**src/core/cps_map.svh**
```systemverilog
// Purpose: constants for the configuration port selector and scrubber
// Assumes: core clock of 50 MHz
// Notes: timing counts derive from times in ns
`ifndef CPS_MAP_SVH
`define CPS_MAP_SVH
// ***********************************
// timing
// ***********************************
`define CPS_CLK_NS 20
`define CPS_BOOT_CLK_NS 160
`define CPS_BOOT_HALF ((`CPS_BOOT_CLK_NS) / (2 * `CPS_CLK_NS))
// ***********************************
// boot memory access
// ***********************************
`define CPS_READ_CMD 8'h03
`define CPS_PRIMARY_ADDR 24'h00_0000
`define CPS_GOLDEN_ADDR 24'h10_0000
`define CPS_CMD_BITS 6'd32
// ***********************************
// defaults and check constants
// ***********************************
`define CPS_KEY_DEFAULT 32'h5a3c_c3a5
`define CPS_VERSION_DEFAULT 8'h01
`define CPS_CRC_POLY 32'h04c1_1db7
`define CPS_CRC_INIT 32'hffff_ffff
`endif

```
**src/core/cps_pkg.sv**
```systemverilog
// Purpose: types for the configuration port selector and scrubber
// Assumes: nothing
// Notes: state and width codes are fixed binary
`default_nettype none
package cps_pkg;
	typedef enum logic [2:0] {
		ST_POR = 3'h0, ST_SLAVE_WAIT = 3'h1, ST_SLAVE_LOAD = 3'h2, ST_MASTER = 3'h3,
		ST_SCAN = 3'h4, ST_FINISH = 3'h5, ST_USER = 3'h6, ST_FAIL = 3'h7
	} cps_state_t;
	typedef enum logic [2:0] {
		SC_IDLE = 3'h0, SC_READ = 3'h1, SC_WAIT = 3'h2, SC_CRC = 3'h3
	} cps_scrub_t;
	typedef enum logic [2:0] {
		PORT_NONE = 3'h0, PORT_SERIAL = 3'h1, PORT_I2C = 3'h2, PORT_I3C = 3'h3,
		PORT_MASTER = 3'h4, PORT_SCAN = 3'h5
	} cps_port_t;
	// data lines per beat: x1, x2, x4, x8
	typedef logic [1:0] cps_width_t;
	typedef struct packed {
		logic valid;
		logic is_ram;
		logic [6:0] ecc;
		logic [31:0] data;
	} cps_rb_t;
	typedef struct packed {
		logic single_fix;
		logic multi_err;
		logic crc_err;
		logic [15:0] frame;
	} cps_rpt_t;
endpackage
`default_nettype wire

```
**src/core/cps_config_ctrl.sv**
```systemverilog
// Purpose: configuration port selection, image loading, boot fallback, scrubbing
// Assumes: pins are asynchronous and pass two flops; tap commands and readback are on clk
// Notes: slave serial port cannot be stalled, so fifo overrun is reported as a fault
// Contract
// - at power-up the program-select level picks the configuration port.
// - while program-select is low the slave ports listen for an activation key.
// - with no slave port activated when program-select is high, boot as master from boot memory.
// - an activated port stays selected until the configuration cycle ends or the scan port takes over.
// - the scan port becomes active any time after power-up on scan enable plus tap command.
// - master boot supports x1, x2 and x4 boot memories.
// - the tap loads one bit wide; the slave serial port loads x1, x4 or x8.
// - scan enable is dedicated; init and done pins may become general io.
// - a faulty new image makes the device fall back to the golden image and retry (master boot only; a faulty slave or scan image ends in fail).
// - the scrubber reads configuration memory frame by frame with an ecc check.
// - a single-bit error is notified, written back corrected, and scanning goes on.
// - more than one bad bit in a frame gives an error report, not a correction.
// - after all frames a crc over the whole image is checked, accumulated alongside.
// - ram contents are read back but skipped by ecc and crc.
// - boundary cells form a chain that shifts, applies and captures test data.
`include "cps_map.svh"
`default_nettype none

// ***********************************
// stream fifo
// ***********************************
module cps_fifo #(parameter int WIDTH = 8, parameter int DEPTH = 16) (
	// clock and reset
	input wire logic clk,
	input wire logic rst_b,
	// fill side
	input wire logic in_valid,
	output logic in_ready,
	input wire logic [WIDTH-1:0] in_data,
	// drain side
	output logic out_valid,
	input wire logic out_ready,
	output logic [WIDTH-1:0] out_data
);
	localparam int AW = $clog2(DEPTH);
	logic [WIDTH-1:0] mem [DEPTH];
	logic [AW-1:0] wr_ptr_reg, rd_ptr_reg;
	logic [AW:0] count_reg;
	logic push, pop;
	assign in_ready = count_reg != (AW+1)'(DEPTH);
	assign out_valid = count_reg != '0;
	assign out_data = mem[rd_ptr_reg];
	assign push = in_valid && in_ready;
	assign pop = out_valid && out_ready;
	always_ff @(posedge clk) begin
		if (push) begin
			mem[wr_ptr_reg] <= in_data;
		end
	end
	always_ff @(posedge clk) begin
		if (!rst_b) begin
			wr_ptr_reg <= '0;
			rd_ptr_reg <= '0;
			count_reg <= '0;
		end else begin
			if (push) wr_ptr_reg <= wr_ptr_reg + 1'b1;
			if (pop) rd_ptr_reg <= rd_ptr_reg + 1'b1;
			count_reg <= count_reg + (AW+1)'(push) - (AW+1)'(pop);
		end
	end
endmodule // cps_fifo

// ***********************************
// top
// ***********************************
module cps_config_ctrl import cps_pkg::*; #(
	parameter logic [31:0] KEY = `CPS_KEY_DEFAULT,
	parameter logic [7:0] VERSION = `CPS_VERSION_DEFAULT,
	parameter int IMAGE_BYTES = 64,
	parameter int FRAMES = 8,
	parameter int FRAME_WORDS = 4,
	parameter int BSC_LEN = 8,
	parameter int FIFO_DEPTH = 16
) (
	// clock and reset
	input wire logic clk,
	input wire logic rst_b,
	// configuration pins
	input wire logic program_select_pin,
	input wire logic slave_chip_select_n,
	input wire logic slave_sclk,
	input wire logic [7:0] slave_data,
	input wire logic scan_enable_pin,
	output logic init_status_pin,
	output logic done_pin,
	// straps and pin reuse
	input wire cps_width_t slave_width,
	input wire cps_width_t boot_width,
	input wire logic [1:0] gpio_reassign,
	input wire logic [1:0] gpio_value,
	// i2c and i3c slave front ends
	input wire logic i2c_key_ok,
	input wire logic i3c_key_ok,
	input wire logic bus_byte_valid,
	input wire logic [7:0] bus_byte,
	// boot memory
	output logic boot_clk,
	output logic boot_cs_n,
	output logic [3:0] boot_dq_o,
	output logic [3:0] boot_dq_oe,
	input wire logic [3:0] boot_dq_i,
	// test access
	input wire logic tck,
	input wire logic tdi,
	input wire logic tap_cfg_cmd,
	input wire logic scan_capture,
	input wire logic scan_shift,
	input wire logic scan_update,
	input wire logic [BSC_LEN-1:0] probe_in,
	output logic tdo,
	output logic [BSC_LEN-1:0] probe_out,
	// configuration memory write
	output logic cfg_wr_valid,
	input wire logic cfg_wr_ready,
	output logic [7:0] cfg_wr_data,
	output logic [15:0] cfg_wr_addr,
	// scrubber
	input wire logic scrub_en,
	input wire logic [31:0] expected_crc,
	output logic rb_req,
	output logic [15:0] rb_addr,
	input wire cps_rb_t rb,
	output logic wb_en,
	output logic [38:0] wb_word,
	output cps_rpt_t scrub_rpt,
	output logic scrub_event,
	// status
	output cps_port_t active_port,
	output logic golden_sel,
	output logic config_fault
);
	localparam int HALF = `CPS_BOOT_HALF;
	function automatic logic [3:0] wbits(input cps_width_t w);
		return 4'h1 << w;
	endfunction
	function automatic logic [6:0] ecc_of(input logic [31:0] d);
		logic [6:0] e;
		e = '0;
		for (int i = 0; i < 32; i++) begin
			if (d[i]) e[5:0] = e[5:0] ^ 6'(i + 1);
		end
		e[6] = ^d;
		return e;
	endfunction
	function automatic logic [31:0] crc_step(input logic [31:0] c, input logic [31:0] d);
		logic [31:0] r;
		r = c;
		for (int i = 31; i >= 0; i--) begin
			r = {r[30:0], 1'b0} ^ ((r[31] ^ d[i]) ? `CPS_CRC_POLY : 32'h0);
		end
		return r;
	endfunction

	// ***********************************
	// pin synchronisers
	// ***********************************
	logic [17:0] sync1_reg, sync2_reg, last_reg;
	// no reset: both stages must already hold the pin levels when the power-up cycle reads them
	always_ff @(posedge clk) begin
		sync1_reg <= {slave_chip_select_n, program_select_pin, scan_enable_pin, tck, tdi,
			slave_sclk, slave_data, boot_dq_i};
		sync2_reg <= sync1_reg;
	end
	always_ff @(posedge clk) begin
		if (!rst_b) last_reg <= 18'h3_0000;
		else last_reg <= sync2_reg;
	end
	logic cs_n_s, prog_s, scan_en_s, tdi_s, cs_rise, tck_rise, sclk_rise;
	logic [7:0] sdata_s;
	logic [3:0] dq_s;
	assign {cs_n_s, prog_s, scan_en_s} = sync2_reg[17:15];
	assign tdi_s = sync2_reg[13];
	assign sdata_s = sync2_reg[11:4];
	assign dq_s = sync2_reg[3:0];
	assign cs_rise = cs_n_s && !last_reg[17];
	assign tck_rise = sync2_reg[14] && !last_reg[14];
	assign sclk_rise = sync2_reg[12] && !last_reg[12];

	// ***********************************
	// port selection
	// ***********************************
	cps_state_t state_reg;
	cps_width_t swidth_reg, bwidth_reg;
	logic [31:0] key_reg;
	logic [15:0] byte_cnt_reg;
	logic image_ok, drained, fifo_in_ready, byte_stb_reg, overrun_reg;
	logic [7:0] byte_reg, sum_reg, ver_reg;
	logic scan_go;
	assign scan_go = scan_en_s && tap_cfg_cmd && state_reg != ST_POR;
	assign image_ok = sum_reg == 8'h00 && ver_reg == VERSION && !overrun_reg;
	always_ff @(posedge clk) begin
		if (!rst_b) begin
			state_reg <= ST_POR;
			active_port <= PORT_NONE;
			golden_sel <= 1'b0;
			swidth_reg <= 2'h0;
			bwidth_reg <= 2'h0;
		end else if (scan_go) begin
			state_reg <= ST_SCAN;
			active_port <= PORT_SCAN;
		end else begin
			unique case (state_reg)
				ST_POR: begin
					swidth_reg <= (slave_width == 2'h1) ? 2'h0 : slave_width;
					bwidth_reg <= (boot_width == 2'h3) ? 2'h2 : boot_width;
					state_reg <= prog_s ? ST_MASTER : ST_SLAVE_WAIT;
					active_port <= prog_s ? PORT_MASTER : PORT_NONE;
				end
				ST_SLAVE_WAIT: begin
					if (cs_rise && key_reg == KEY) begin
						state_reg <= ST_SLAVE_LOAD;
						active_port <= PORT_SERIAL;
					end else if (i2c_key_ok || i3c_key_ok) begin
						state_reg <= ST_SLAVE_LOAD;
						active_port <= i2c_key_ok ? PORT_I2C : PORT_I3C;
					end else if (prog_s) begin
						state_reg <= ST_MASTER;
						active_port <= PORT_MASTER;
					end
				end
				ST_SLAVE_LOAD, ST_MASTER, ST_SCAN: begin
					if (byte_cnt_reg == 16'(IMAGE_BYTES)) state_reg <= ST_FINISH;
				end
				ST_FINISH: begin
					if (drained) begin
						if (image_ok) begin
							state_reg <= ST_USER;
						end else if (active_port == PORT_MASTER && !golden_sel) begin
							golden_sel <= 1'b1;
							state_reg <= ST_MASTER;
						end else begin
							state_reg <= ST_FAIL;
						end
					end
				end
				ST_USER, ST_FAIL: state_reg <= state_reg;
			endcase
		end
	end
	always_ff @(posedge clk) begin
		if (!rst_b) key_reg <= '0;
		else if (state_reg == ST_SLAVE_WAIT && byte_stb_reg) key_reg <= {key_reg[23:0], byte_reg};
	end

	// ***********************************
	// master boot engine
	// ***********************************
	logic [7:0] div_reg;
	logic [5:0] cmd_cnt_reg;
	logic [31:0] cmd_reg;
	logic tick, mrise, mfall, mload;
	assign mload = state_reg == ST_MASTER && byte_cnt_reg != 16'(IMAGE_BYTES);
	// clock pauses while the fifo is full so the boot memory is back-pressured
	assign tick = mload && fifo_in_ready && div_reg == 8'(HALF - 1);
	assign mrise = tick && !boot_clk;
	assign mfall = tick && boot_clk;
	always_ff @(posedge clk) begin
		if (!rst_b || !mload || tick) div_reg <= '0;
		else if (fifo_in_ready) div_reg <= div_reg + 8'h1;
	end
	always_ff @(posedge clk) begin
		if (!rst_b || !mload) begin
			boot_clk <= 1'b0;
			boot_cs_n <= 1'b1;
			boot_dq_o <= '0;
			boot_dq_oe <= '0;
			cmd_cnt_reg <= '0;
			// a retry leaves finish with golden_sel still low, so finish already loads the golden address
			cmd_reg <= {`CPS_READ_CMD, (golden_sel || state_reg == ST_FINISH) ? `CPS_GOLDEN_ADDR : `CPS_PRIMARY_ADDR};
		end else begin
			boot_cs_n <= 1'b0;
			if (tick && !boot_cs_n) boot_clk <= !boot_clk;
			if (mfall || (boot_cs_n && cmd_cnt_reg == 6'h0)) begin
				if (cmd_cnt_reg != `CPS_CMD_BITS) begin
					boot_dq_o <= {3'h0, cmd_reg[31]};
					boot_dq_oe <= 4'h1;
					cmd_reg <= {cmd_reg[30:0], 1'b0};
					cmd_cnt_reg <= cmd_cnt_reg + 6'h1;
				end else begin
					boot_dq_oe <= 4'h0;
				end
			end
		end
	end

	// ***********************************
	// byte assembly from every source
	// ***********************************
	logic in_stb;
	logic [7:0] in_bits;
	cps_width_t in_w;
	logic [7:0] asm_reg;
	logic [3:0] asm_cnt_reg;
	always_comb begin
		in_stb = 1'b0;
		in_bits = 8'h0;
		in_w = 2'h0;
		unique case (state_reg)
			ST_SLAVE_WAIT, ST_SLAVE_LOAD: begin
				in_stb = sclk_rise && !cs_n_s && active_port != PORT_I2C && active_port != PORT_I3C;
				in_w = swidth_reg;
				in_bits = sdata_s;
			end
			ST_MASTER: begin
				in_stb = mrise && cmd_cnt_reg == `CPS_CMD_BITS && boot_dq_oe == 4'h0;
				in_w = bwidth_reg;
				in_bits = (bwidth_reg == 2'h0) ? {7'h0, dq_s[1]} : {4'h0, dq_s};
			end
			ST_SCAN: begin
				in_stb = tck_rise && scan_shift;
				in_bits = {7'h0, tdi_s};
			end
			default: ;
		endcase
	end
	always_ff @(posedge clk) begin
		if (!rst_b || state_reg == ST_POR || scan_go) begin
			asm_reg <= '0;
			asm_cnt_reg <= '0;
			byte_stb_reg <= 1'b0;
			byte_reg <= '0;
		end else begin
			byte_stb_reg <= 1'b0;
			if ((active_port == PORT_I2C || active_port == PORT_I3C) && bus_byte_valid) begin
				byte_stb_reg <= 1'b1;
				byte_reg <= bus_byte;
			end else if (in_stb) begin
				asm_reg <= 8'(asm_reg << wbits(in_w)) | (in_bits & 8'(8'hff >> (4'h8 - wbits(in_w))));
				if (asm_cnt_reg + wbits(in_w) == 4'h8) begin
					byte_stb_reg <= 1'b1;
					byte_reg <= 8'(asm_reg << wbits(in_w)) | (in_bits & 8'(8'hff >> (4'h8 - wbits(in_w))));
					asm_cnt_reg <= '0;
				end else begin
					asm_cnt_reg <= asm_cnt_reg + wbits(in_w);
				end
			end
		end
	end

	// ***********************************
	// image stream and checks
	// ***********************************
	logic loading, push, fifo_out_valid, fifo_out_ready;
	logic [7:0] fifo_out_data;
	assign loading = state_reg inside {ST_SLAVE_LOAD, ST_MASTER, ST_SCAN};
	assign push = loading && byte_stb_reg && byte_cnt_reg != 16'(IMAGE_BYTES);
	assign fifo_out_ready = !cfg_wr_valid || cfg_wr_ready;
	assign drained = !fifo_out_valid && !cfg_wr_valid;
	always_ff @(posedge clk) begin
		// cleared at image end so a golden retry counts and checks from zero
		if (!rst_b || !(loading || state_reg == ST_FINISH) || (state_reg == ST_FINISH && drained)) begin
			byte_cnt_reg <= '0;
			sum_reg <= '0;
			ver_reg <= '0;
			overrun_reg <= 1'b0;
		end else if (push) begin
			byte_cnt_reg <= byte_cnt_reg + 16'h1;
			sum_reg <= sum_reg ^ byte_reg;
			if (byte_cnt_reg == 16'h0) ver_reg <= byte_reg;
			if (!fifo_in_ready) overrun_reg <= 1'b1;
		end
	end
	cps_fifo #(.WIDTH(8), .DEPTH(FIFO_DEPTH)) u_fifo (
		.clk(clk),
		.rst_b(rst_b),
		.in_valid(push),
		.in_ready(fifo_in_ready),
		.in_data(byte_reg),
		.out_valid(fifo_out_valid),
		.out_ready(fifo_out_ready),
		.out_data(fifo_out_data)
	);
	always_ff @(posedge clk) begin
		if (!rst_b) begin
			cfg_wr_valid <= 1'b0;
			cfg_wr_data <= '0;
			cfg_wr_addr <= '0;
		end else begin
			if (cfg_wr_valid && cfg_wr_ready) cfg_wr_addr <= cfg_wr_addr + 16'h1;
			if (state_reg == ST_POR || (state_reg == ST_FINISH && drained)) cfg_wr_addr <= '0;
			if (fifo_out_ready) begin
				cfg_wr_valid <= fifo_out_valid;
				cfg_wr_data <= fifo_out_data;
			end
		end
	end
	// pins given over to general io show the user value once configured
	always_ff @(posedge clk) begin
		if (!rst_b) begin
			done_pin <= 1'b0;
			init_status_pin <= 1'b1;
			config_fault <= 1'b0;
		end else begin
			config_fault <= state_reg == ST_FAIL;
			done_pin <= (state_reg == ST_USER && gpio_reassign[0]) ? gpio_value[0] : state_reg == ST_USER;
			init_status_pin <= (state_reg == ST_USER && gpio_reassign[1]) ? gpio_value[1] : state_reg != ST_FAIL;
		end
	end

	// ***********************************
	// boundary scan chain
	// ***********************************
	logic [BSC_LEN-1:0] bsc_reg;
	always_ff @(posedge clk) begin
		if (!rst_b) begin
			bsc_reg <= '0;
			probe_out <= '0;
			tdo <= 1'b0;
		end else begin
			if (scan_capture) bsc_reg <= probe_in;
			else if (tck_rise && scan_shift && state_reg != ST_SCAN) bsc_reg <= {tdi_s, bsc_reg[BSC_LEN-1:1]};
			if (scan_update) probe_out <= bsc_reg;
			tdo <= bsc_reg[0];
		end
	end

	// ***********************************
	// soft error scrubber
	// ***********************************
	cps_scrub_t sc_reg;
	logic [15:0] frame_reg;
	logic [7:0] word_reg;
	logic [31:0] crc_reg;
	logic [1:0] frame_errs_reg;
	logic [6:0] syn;
	logic last_word;
	assign syn = ecc_of(rb.data) ^ rb.ecc;
	assign last_word = word_reg == 8'(FRAME_WORDS - 1);
	always_ff @(posedge clk) begin
		if (!rst_b || state_reg != ST_USER || !scrub_en) begin
			sc_reg <= SC_IDLE;
			frame_reg <= '0;
			word_reg <= '0;
			crc_reg <= `CPS_CRC_INIT;
			frame_errs_reg <= '0;
			rb_req <= 1'b0;
			rb_addr <= '0;
			wb_en <= 1'b0;
			wb_word <= '0;
			scrub_rpt <= '0;
			scrub_event <= 1'b0;
		end else begin
			rb_req <= 1'b0;
			wb_en <= 1'b0;
			scrub_event <= 1'b0;
			unique case (sc_reg)
				SC_IDLE: sc_reg <= SC_READ;
				SC_READ: begin
					rb_req <= 1'b1;
					rb_addr <= 16'(frame_reg * 16'(FRAME_WORDS)) + 16'(word_reg);
					sc_reg <= SC_WAIT;
				end
				SC_WAIT: if (rb.valid) begin
					if (!rb.is_ram) begin
						crc_reg <= crc_step(crc_reg, rb.data);
						if (syn[6] && frame_errs_reg == 2'h0) begin
							wb_en <= 1'b1;
							wb_word <= {ecc_of(rb.data ^ ((syn[5:0] != 6'h0 && syn[5:0] <= 6'd32) ?
								32'h1 << (syn[5:0] - 6'h1) : 32'h0)),
								rb.data ^ ((syn[5:0] != 6'h0 && syn[5:0] <= 6'd32) ? 32'h1 << (syn[5:0] - 6'h1) : 32'h0)};
							scrub_rpt <= '{single_fix: 1'b1, multi_err: 1'b0, crc_err: 1'b0, frame: frame_reg};
							scrub_event <= 1'b1;
							frame_errs_reg <= 2'h1;
						end else if (syn != 7'h0) begin
							scrub_rpt <= '{single_fix: 1'b0, multi_err: 1'b1, crc_err: 1'b0, frame: frame_reg};
							scrub_event <= 1'b1;
							frame_errs_reg <= 2'h2;
						end
					end
					word_reg <= last_word ? 8'h0 : word_reg + 8'h1;
					if (last_word) begin
						frame_errs_reg <= '0;
						frame_reg <= frame_reg + 16'h1;
					end
					sc_reg <= (last_word && frame_reg == 16'(FRAMES - 1)) ? SC_CRC : SC_READ;
				end
				SC_CRC: begin
					scrub_rpt <= '{single_fix: 1'b0, multi_err: 1'b0, crc_err: crc_reg != expected_crc, frame: 16'h0};
					scrub_event <= crc_reg != expected_crc;
					crc_reg <= `CPS_CRC_INIT;
					frame_reg <= '0;
					sc_reg <= SC_READ;
				end
				default: sc_reg <= SC_IDLE;
			endcase
		end
	end
endmodule // cps_config_ctrl
`default_nettype wire

```
**config.mk**
```make
export PLATFORM = sky130hd
export DESIGN_NAME = cps_config_ctrl
export DESIGN_NICKNAME = d
export VERILOG_FILES = /design/src/core/cps_pkg.sv /design/src/core/cps_config_ctrl.sv
export VERILOG_INCLUDE_DIRS = /design/src /design/src/core
export SDC_FILE = /design/constraint.sdc
export NUM_CORES = 1
export LEC_CHECK = 0
export BUFFER_PORTS_ARGS = -buffer_cell sky130_fd_sc_hd__clkbuf_2
export CAP_MARGIN = 20
export CORE_ASPECT_RATIO = 1.2
export CORE_MARGIN = 1
export CORE_UTILIZATION = 60
export CTS_CLUSTER_DIAMETER = 200
export CTS_CLUSTER_SIZE = 8
export DETAILED_ROUTE_END_ITERATION = 6
export PLACE_DENSITY = 0.79
export SLEW_MARGIN = 20
export SYNTH_ARGS = -nofsm -noshare
export SYNTH_HDL_FRONTEND = slang
export SYNTH_SLANG_ARGS = --single-unit
```
**constraint.sdc**
```tcl
create_clock -name clk -period 6.68 [get_ports clk]
set_input_delay 0 -clock clk [delete_from_list [all_inputs] [get_ports clk]]
set_output_delay 0 -clock clk [all_outputs]
set_load 0.1 [all_outputs]
```
### After elaboration in Yosys (flattened, before gate mapping)

Memory sizes are Yosys's and may differ from the RTL's. A register that Yosys moved wholly into a read port is not among the register bits.
Cells that the tools add are included.

| cells by class | value |
|---|---|
| $lt $le $gt $ge | 1 |
| reductions and logical operators | 116 |
| bitwise gates (word level) | 140 |
| equal/unequal tests | 44 |
| muxes and demuxes | 320 |
| shifts and indexed selects | 4 |
| add/sub/neg operators | 14 |

Operator list:

| operator | number |
|---|---|
| XOR 32 x 27 -> 32 bit | 32 |
| 2-to-1 mux 6 bit | 157 |
| 2-to-1 mux 27 bit | 32 |
| 2-to-1 mux 5 bit | 32 |
| 2-to-1 mux 32 bit | 3 |
| 2-to-1 mux 19 bit | 4 |
| 2-to-1 mux 24 bit | 3 |
| 2-to-1 mux 4 bit | 18 |
| 2-to-1 mux 3 bit | 22 |
| case mux 32 bit (2 select lines) | 1 |
| XOR reduction 32 bit | 2 |
| NOT 3 bit | 20 |
| adder 16 x 1 -> 16 bit, second input constant | 3 |
| 2-to-1 mux 8 bit | 6 |
| NOT 2 bit | 20 |
| NOT 4 bit | 10 |
| case mux 19 bit (2 select lines) | 1 |
| logical AND 1 bit | 37 |
| equality test 32 x 31 -> 1 bit, second input constant | 1 |
| 2-to-1 mux 16 bit | 2 |
| inequality test 32 bit | 1 |
| case mux 16 bit (2 select lines) | 1 |
| left shift 1 x 6 -> 32 bit, first input constant | 1 |
| XOR 1 bit | 32 |
| 70 further kinds | 198 |

| storage, ports and cells | value |
|---|---|
| output and inout bits | 128 |
| bits in writable memories | 128 |
| input port bits | 126 |
| bits in registers | 392 |
| memories kept | 1 |

Memory list:

| name | depth | width | rd ports | clocked after memory_dff | write ports | RTL line | source |
|---|---|---|---|---|---|---|---|
| u_fifo.mem | 16 | 8 | 1 | 1 | 1 | cps_config_ctrl.sv:40 | `logic [WIDTH-1:0] mem [DEPTH];` |

### Longest topological paths before layout

| depth | value |
|---|---|
| word-level depth | 281 |
| mapped depth | 15 |
| depth with buffers taken out | 14 |

### By module

A second synthesis with hierarchy kept.

| second synthesis, totals | value |
|---|---|
| cells, all modules | 2353 |
| area total of the unflattened synthesis | 24825.1 um^2 |

Modules (own cells, without submodules):

| module | area each (um^2) | cells an instance | times used |
|---|---|---|---|
| cps_config_ctrl | 19032.0 | 2046 | 1 |
| cps_fifo | 5793.1 | 307 | 1 |

### Worst setup path after synthesis

OpenSTA, ideal clock, no wires.

| timing path | value |
|---|---|
| path type | register -> register |
| from | register crc_reg[27] |
| to | register crc_reg[11] |
| path slack | 2.808 ns |
| data arrival time | 3.752 ns |
| cell stages (with the launch flop) | 11 |
| clock period less this slack | 3.872 ns |
| buffers on the path | 0 |
| cell sequence | dfxtp_1 > xor2_1 > xnor3_2 > xnor2_4 > xnor3_1 > xor2_2 > xor3_2 > xnor3_1 > xnor2_1 > a21oi_1 > a211o_1 |

| on the way | value |
|---|---|
| longest elaborated chain between the ends | 45 |
| elaborated cells on any way between the ends | 61 |
| those cells by class | mux (16); bitwise (45) |

Ends and longest elaborated chain:

| item | RTL line | source |
|---|---|---|
| start: declaration | cps_config_ctrl.sv:427 | `logic [31:0] crc_reg;` |
| start signal: assignment | cps_config_ctrl.sv:438 | `` crc_reg <= `CPS_CRC_INIT; `` |
| start signal: assignment | cps_config_ctrl.sv:459 | `crc_reg <= crc_step(crc_reg, rb.data);` |
| start signal: assignment | cps_config_ctrl.sv:484 | `` crc_reg <= `CPS_CRC_INIT; `` |
| XOR 32 x 27 -> 32 bit * (4 in series) | cps_config_ctrl.sv:153 | `` r = {r[30:0], 1'b0} ^ ((r[31] ^ d[i]) ? `CPS_CRC_POLY : 32'h0); `` |
| XOR 1 bit * | cps_config_ctrl.sv:153 |  |
| 2-to-1 mux 27 bit * | cps_config_ctrl.sv:153 |  |
| XOR 32 x 27 -> 32 bit * (6 in series) | cps_config_ctrl.sv:153 |  |
| XOR 1 bit / XOR 32 x 27 -> 32 bit (equally long branches) | cps_config_ctrl.sv:153 |  |
| 2-to-1 mux 27 bit / XOR 32 x 27 -> 32 bit (equally long branches) | cps_config_ctrl.sv:153 |  |
| XOR 32 x 27 -> 32 bit * (6 in series) | cps_config_ctrl.sv:153 |  |
| XOR 1 bit / XOR 32 x 27 -> 32 bit (equally long branches) | cps_config_ctrl.sv:153 |  |
| [8 not listed] | -- |  |
| 2-to-1 mux 27 bit / XOR 32 x 27 -> 32 bit (equally long branches) | cps_config_ctrl.sv:153 |  |
| XOR 32 x 27 -> 32 bit * (6 in series) | cps_config_ctrl.sv:153 |  |
| XOR 1 bit / XOR 32 x 27 -> 32 bit (equally long branches) | cps_config_ctrl.sv:153 |  |
| 2-to-1 mux 27 bit / XOR 32 x 27 -> 32 bit (equally long branches) | cps_config_ctrl.sv:153 |  |
| XOR 32 x 27 -> 32 bit * (4 in series) | cps_config_ctrl.sv:153 |  |
| 2-to-1 mux 32 bit * | cps_config_ctrl.sv:458 | `if (!rb.is_ram) begin` |
| 2-to-1 mux 32 bit * | cps_config_ctrl.sv:457 | `SC_WAIT: if (rb.valid) begin` |
| case mux 32 bit (2 select lines) * | cps_config_ctrl.sv:450 | `unique case (sc_reg)` |

Every way passes the cells marked *; elsewhere a longest branch is shown, timed or not. The select of a mux whose other input is x is not followed.
A chain may end at the register's enable or synchronous reset.

### Worst setup path after layout

| timing path | value |
|---|---|
| from | register state_reg[0] |
| to | register byte_reg[0] |

| on the way | value |
|---|---|
| longest elaborated chain between the ends | 11 |
| elaborated cells on any way between the ends | 33 |
| those cells by class | add/sub (2); eq/ne (5); shift (3); mux (6); bitwise (2); reduce/logical (15) |

Ends and longest elaborated chain:

| item | RTL line | source |
|---|---|---|
| start: declaration | cps_config_ctrl.sv:186 | `cps_state_t state_reg;` |
| start signal: assignment | cps_config_ctrl.sv:210 | `state_reg <= prog_s ? ST_MASTER : ST_SLAVE_WAIT;` |
| start signal: assignment | cps_config_ctrl.sv:240 | `ST_USER, ST_FAIL: state_reg <= state_reg;` |
| equality test 3 x 1 -> 1 bit / equality test 3 x 2 -> 1 bit (equally long branches) | cps_config_ctrl.sv:302 | `unique case (state_reg)` |
| OR reduction 2 bit | cps_config_ctrl.sv:302 |  |
| case mux 2 bit (2 select lines) | cps_config_ctrl.sv:302 |  |
| left shift 1 x 2 -> 4 bit | cps_config_ctrl.sv:138 | `return 4'h1 << w;` |
| subtractor 4 bit | cps_config_ctrl.sv:335 | `byte_reg <= 8'(asm_reg << wbits(in_w)) \| (in_bits & 8'(8'hff >> (4'h8 - wbits(in_w))));` |
| >> shifter 8 x 4 -> 8 bit | cps_config_ctrl.sv:335 |  |
| AND 8 bit | cps_config_ctrl.sv:335 |  |
| OR 8 bit | cps_config_ctrl.sv:335 |  |
| 2-to-1 mux 8 bit | cps_config_ctrl.sv:333 | `if (asm_cnt_reg + wbits(in_w) == 4'h8) begin` |
| 2-to-1 mux 8 bit | cps_config_ctrl.sv:331 | `end else if (in_stb) begin` |
| 2-to-1 mux 8 bit | cps_config_ctrl.sv:328 | `if ((active_port == PORT_I2C \|\| active_port == PORT_I3C) && bus_byte_valid) begin` |
| end signal: assignment | cps_config_ctrl.sv:330 | `byte_reg <= bus_byte;` |
| end signal: assignment | cps_config_ctrl.sv:335 |  |
| end: declaration | cps_config_ctrl.sv:191 | `logic [7:0] byte_reg, sum_reg, ver_reg;` |

Parallel ways exist; a longest one is shown, timed or not. The select of a mux whose other input is x is not followed.

==> impl_metrics.json <==
{
  "cts-root-to-sink-buffers": 3,
  "antenna_found_initial": 2,
  "vias_per_cell": 5.783,
  "grt_usage_pct": 32.78,
  "finalCritPeriodShare_pct": 71.58,
  "post_synth_fa_ha_maj_area_fraction_pct": 1.679,
  "multi_input_area_mm2": 0.01276,
  "worst_pin_slew_ns": 1.047,
  "worst_hold_path_type": "primary input to flip-flop",
  "maximum_number_of_pins_on_one_net_before_global_route_repair": 78,
  "ctsHtreeMaxLevel": 3,
  "detailed_place_hpwl_um": 47320,
  "synthesis.area_per_instance_um2": 10.56,
  "timing.final.hold_violations": 0,
  "total_leakage_power_nw": 10.96,
  "flop_to_flop_setup_slack_ns": 1.90,
  "synth.top_cells.by_area": "sky130_fd_sc_hd__dfxtp_1 29%, sky130_fd_sc_hd__edfxtp_1 16%, sky130_fd_sc_hd__xnor2_1 10%",
  "crit_fanout": 19,
  "synth-seq-cells": 487,
  "cts_resized": 0,
  "crit_path_start_kind": "flip-flop",
  "type_of_the_worst_setup_path": "flip-flop to flip-flop",
  "area.growth.synth_to_final_pct": 18.56,
  "fraction_of_final_layout_cells_sized_beyond_drive_strength_1_pct": 16.31,
  "power.density_cell_area_mw_per_mm2": 468.9,
  "unrepaired_setup_endpoints_after_global_routing": "no",
  "layout.cells.non_filler": 3195,
  "number_of_global_route_vias_before_repair": 18330,
  "first_pass_grt_wire_length_um": 102900,
  "totalWireLength_um": 67790,
  "post-cts-setup-buffers": 0,
  "synthMuxAreaShare_pct": 6.398,
  "post-synth-top-area-cell": "sky130_fd_sc_hd__dfxtp_1",
  "status": "finished, final reports clean",
  "design.portCount": 254,
  "fp-row-count": 80,
  "drt_drc_violations_left": 0,
  "synth_top_cells_by_count": "355 x sky130_fd_sc_hd__dfxtp_1, 288 x sky130_fd_sc_hd__xnor2_1, 258 x sky130_fd_sc_hd__nor2_1",
  "die_w_um": 186.3,
  "number_of_buffer_cells_added_on_primary_ports": 247,
  "setup-violations-final": 0,
  "yosys_warnings": 0,
  "clkLatencyLatePin_ns": 0.60,
  "design_area_mm2": 0.02898,
  "synthArstFlopShare_pct": 0,
  "layout.nets": 2787,
  "fin_util_pct": 72.57,
  "synthXorXnorAreaFrac_pct": 23.46,
  "numClockSinks": 487,
  "yosys.cell_count.top_type": "sky130_fd_sc_hd__dfxtp_1",
  "gr-total-overflow": 0,
  "detailed_place.area_mm2": 0.02602,
  "synth-compound-area-share_pct": 6.987,
  "worstSetupEndpointType": "flip-flop",
  "relSlewSlack_pct": 29.68,
  "critPathRequiredTime_ns": 7.15,
  "dieArea_mm2": 0.04156,
  "max-vdd-ir-drop_v": 0.001176,
  "sequential_cell_area_mm2": 0.01107,
  "netlist_area_mm2": 0.02444,
  "max_freq_ghz": 0.2091,
  "route.antenna.remaining_nets": 0,
  "die_height_um": 223.1,
  "synthSimpleGateAreaFrac_pct": 13.53,
  "synth_edf_count": 132,
  "number_of_flip_flops_under_the_largest_register_name": 128,
  "num_vias": 18480,
  "synth_cells": 2315,
  "clk_slew_on_worst_s_h_paths_ns": 0.05,
  "maxCapViolCount": 0,
  "layout_min_cycle_time_ns": 4.781,
  "tritoncts.num_buffers": 70,
  "worstPathArrival_ns": 5.26,
  "largest_registers": "u_fifo.mem x128, wb_word x38",
  "detail_route.first_pass.iterations": 5,
  "detailedRoute.firstIterationViolations": 1584,
  "fin_setup_tns_ns": 0,
  "clock_skew_ns": 0.02150,
  "ys_dominant_reg_cell": "sky130_fd_sc_hd__dfxtp_1",
  "final.fill_count": 2771,
  "core_region_area_mm2": 0.03994,
  "top_register": "u_fifo.mem",
  "final-max-slew-violation-count": 0,
  "tritoncts": "built",
  "ctsRootBufferMaster": "sky130_fd_sc_hd__clkbuf_16",
  "yosysSeqAreaShare_pct": 45.29,
  "detail_route.wl_per_cell_um": 21.22,
  "hold_buffers": 92,
  "yosysTopAreaCellShare_pct": 29.07,
  "synth_cell_types": 72,
  "largest_family_of_logic_cells_by_synthesized_area": "XOR/XNOR gates",
  "routabilityCongestion": 0.9681,
  "place.detailed.instances": 2996,
  "start_util_pct": 61.21
}
-- critical path: stages (launching register included) --
cell and delay [ns]:
sky130_fd_sc_hd__dfxtp_1 0.74, sky130_fd_sc_hd__xor2_1 0.28, sky130_fd_sc_hd__nand2_1 0.10, sky130_fd_sc_hd__a21oi_1 0.39, sky130_fd_sc_hd__nor2_1 0.13, sky130_fd_sc_hd__ha_1 0.25
sky130_fd_sc_hd__fa_1 0.39, sky130_fd_sc_hd__xor2_1 0.18, sky130_fd_sc_hd__or3_1 0.32, sky130_fd_sc_hd__o31ai_1 0.20, sky130_fd_sc_hd__buf_4 0.23, sky130_fd_sc_hd__inv_1 0.07
sky130_fd_sc_hd__a22oi_1 0.14, sky130_fd_sc_hd__dlygate4sd3_1 0.58, sky130_fd_sc_hd__a21oi_1 0.06, sky130_fd_sc_hd__dlygate4sd3_1 0.59
-- report_power, final --
group	internal (mW)	total, mW	switching, mW
clock	1.99	3.29	1.30
sequential	3.11	3.24	0.133
combinational	3.37	7.06	3.70
-- worst paths after layout --
path | from | to | depth (start not counted)
max | state_reg[0] | byte_reg[0] | 15
min | rb[11] | wb_word[11] | 3
max reg2reg | state_reg[0] | byte_reg[0] | 15
min reg2reg | sync1_reg[10] | sync2_reg[10] | 0
-- cell usage in the layout, fill, tap and decap left out, types with 15 or more instances in the layout --
| cell | n |
|---|---|
| sky130_fd_sc_hd__nand3_1 | 56 |
| sky130_fd_sc_hd__a211oi_1 | 45 |
| sky130_fd_sc_hd__dfxtp_1 | 353 |
| sky130_fd_sc_hd__nor4_1 | 17 |
| sky130_fd_sc_hd__buf_4 | 20 |
| sky130_fd_sc_hd__a21oi_1 | 141 |
| sky130_fd_sc_hd__and2_1 | 19 |
| sky130_fd_sc_hd__mux2i_1 | 64 |
| sky130_fd_sc_hd__inv_1 | 31 |
| sky130_fd_sc_hd__nand4_1 | 27 |
| sky130_fd_sc_hd__clkbuf_2 | 247 |
| sky130_fd_sc_hd__o21ai_0 | 33 |
| sky130_fd_sc_hd__xor2_1 | 123 |
| sky130_fd_sc_hd__clkbuf_16 | 73 |
| sky130_fd_sc_hd__edfxtp_1 | 132 |
| sky130_fd_sc_hd__xnor2_1 | 288 |
| sky130_fd_sc_hd__clkbuf_1 | 26 |
| sky130_fd_sc_hd__nor2_1 | 258 |
| sky130_fd_sc_hd__nor3_1 | 24 |
| sky130_fd_sc_hd__or3_1 | 19 |
| sky130_fd_sc_hd__o22ai_1 | 22 |
| sky130_fd_sc_hd__mux4_2 | 41 |
| sky130_fd_sc_hd__and3_1 | 15 |
| sky130_fd_sc_hd__nor2b_1 | 16 |
| sky130_fd_sc_hd__xnor3_1 | 51 |
| sky130_fd_sc_hd__nand2_1 | 245 |
| sky130_fd_sc_hd__xnor2_2 | 15 |
| sky130_fd_sc_hd__ha_1 | 28 |
| sky130_fd_sc_hd__dlygate4sd3_1 | 92 |
-- through the flow --
stage               total power [mW]  hold WS (ns)  worst slack (ns)
CTS                            13.55      0.001868             1.439
global route                   14.15       0.02852             1.639
global placement               10.19        0.1033             2.355
detailed placement             10.19        0.1039             2.316
finish                         13.59       0.01945             1.899
floorplan                      8.831       0.02772             2.808
-- final cells by class --
type / count / area share [%]
antenna: 1 / 0.008634
clock buffer: 99 / 6.640
clock inverter: 4 / 0.2720
inverter: 35 / 0.4533
multi-input combinational: 1674 / 44.03
sequential: 487 / 38.21
tap: 533 / 2.301
timing repair buffer: 362 / 8.091
-- per-layer routing --
metal / wire (µm) / track usage (%) / part of all wire, % / vias up
li1: - / - / - / 8605
met5: 13 / 0 / 0.019 / -
met4: 2531 / 13.96 / 3.7 / 2
met3: 4986 / 6.497 / 7.4 / 176
met1: 27200 / 41.26 / 40 / 8939
met2: 33060 / 54.60 / 49 / 755
-- cells by family after synthesis --
family,after synthesis
other,1
flip-flops,487
AND/OR/NAND/NOR,737
AO/OA/AOI/OAI,287
buffers and inverters,159
multiplexers,105
adder cells (fa/ha/maj),31
XOR/XNOR,508
No activity file was read; power rests on OpenSTA's default activity.
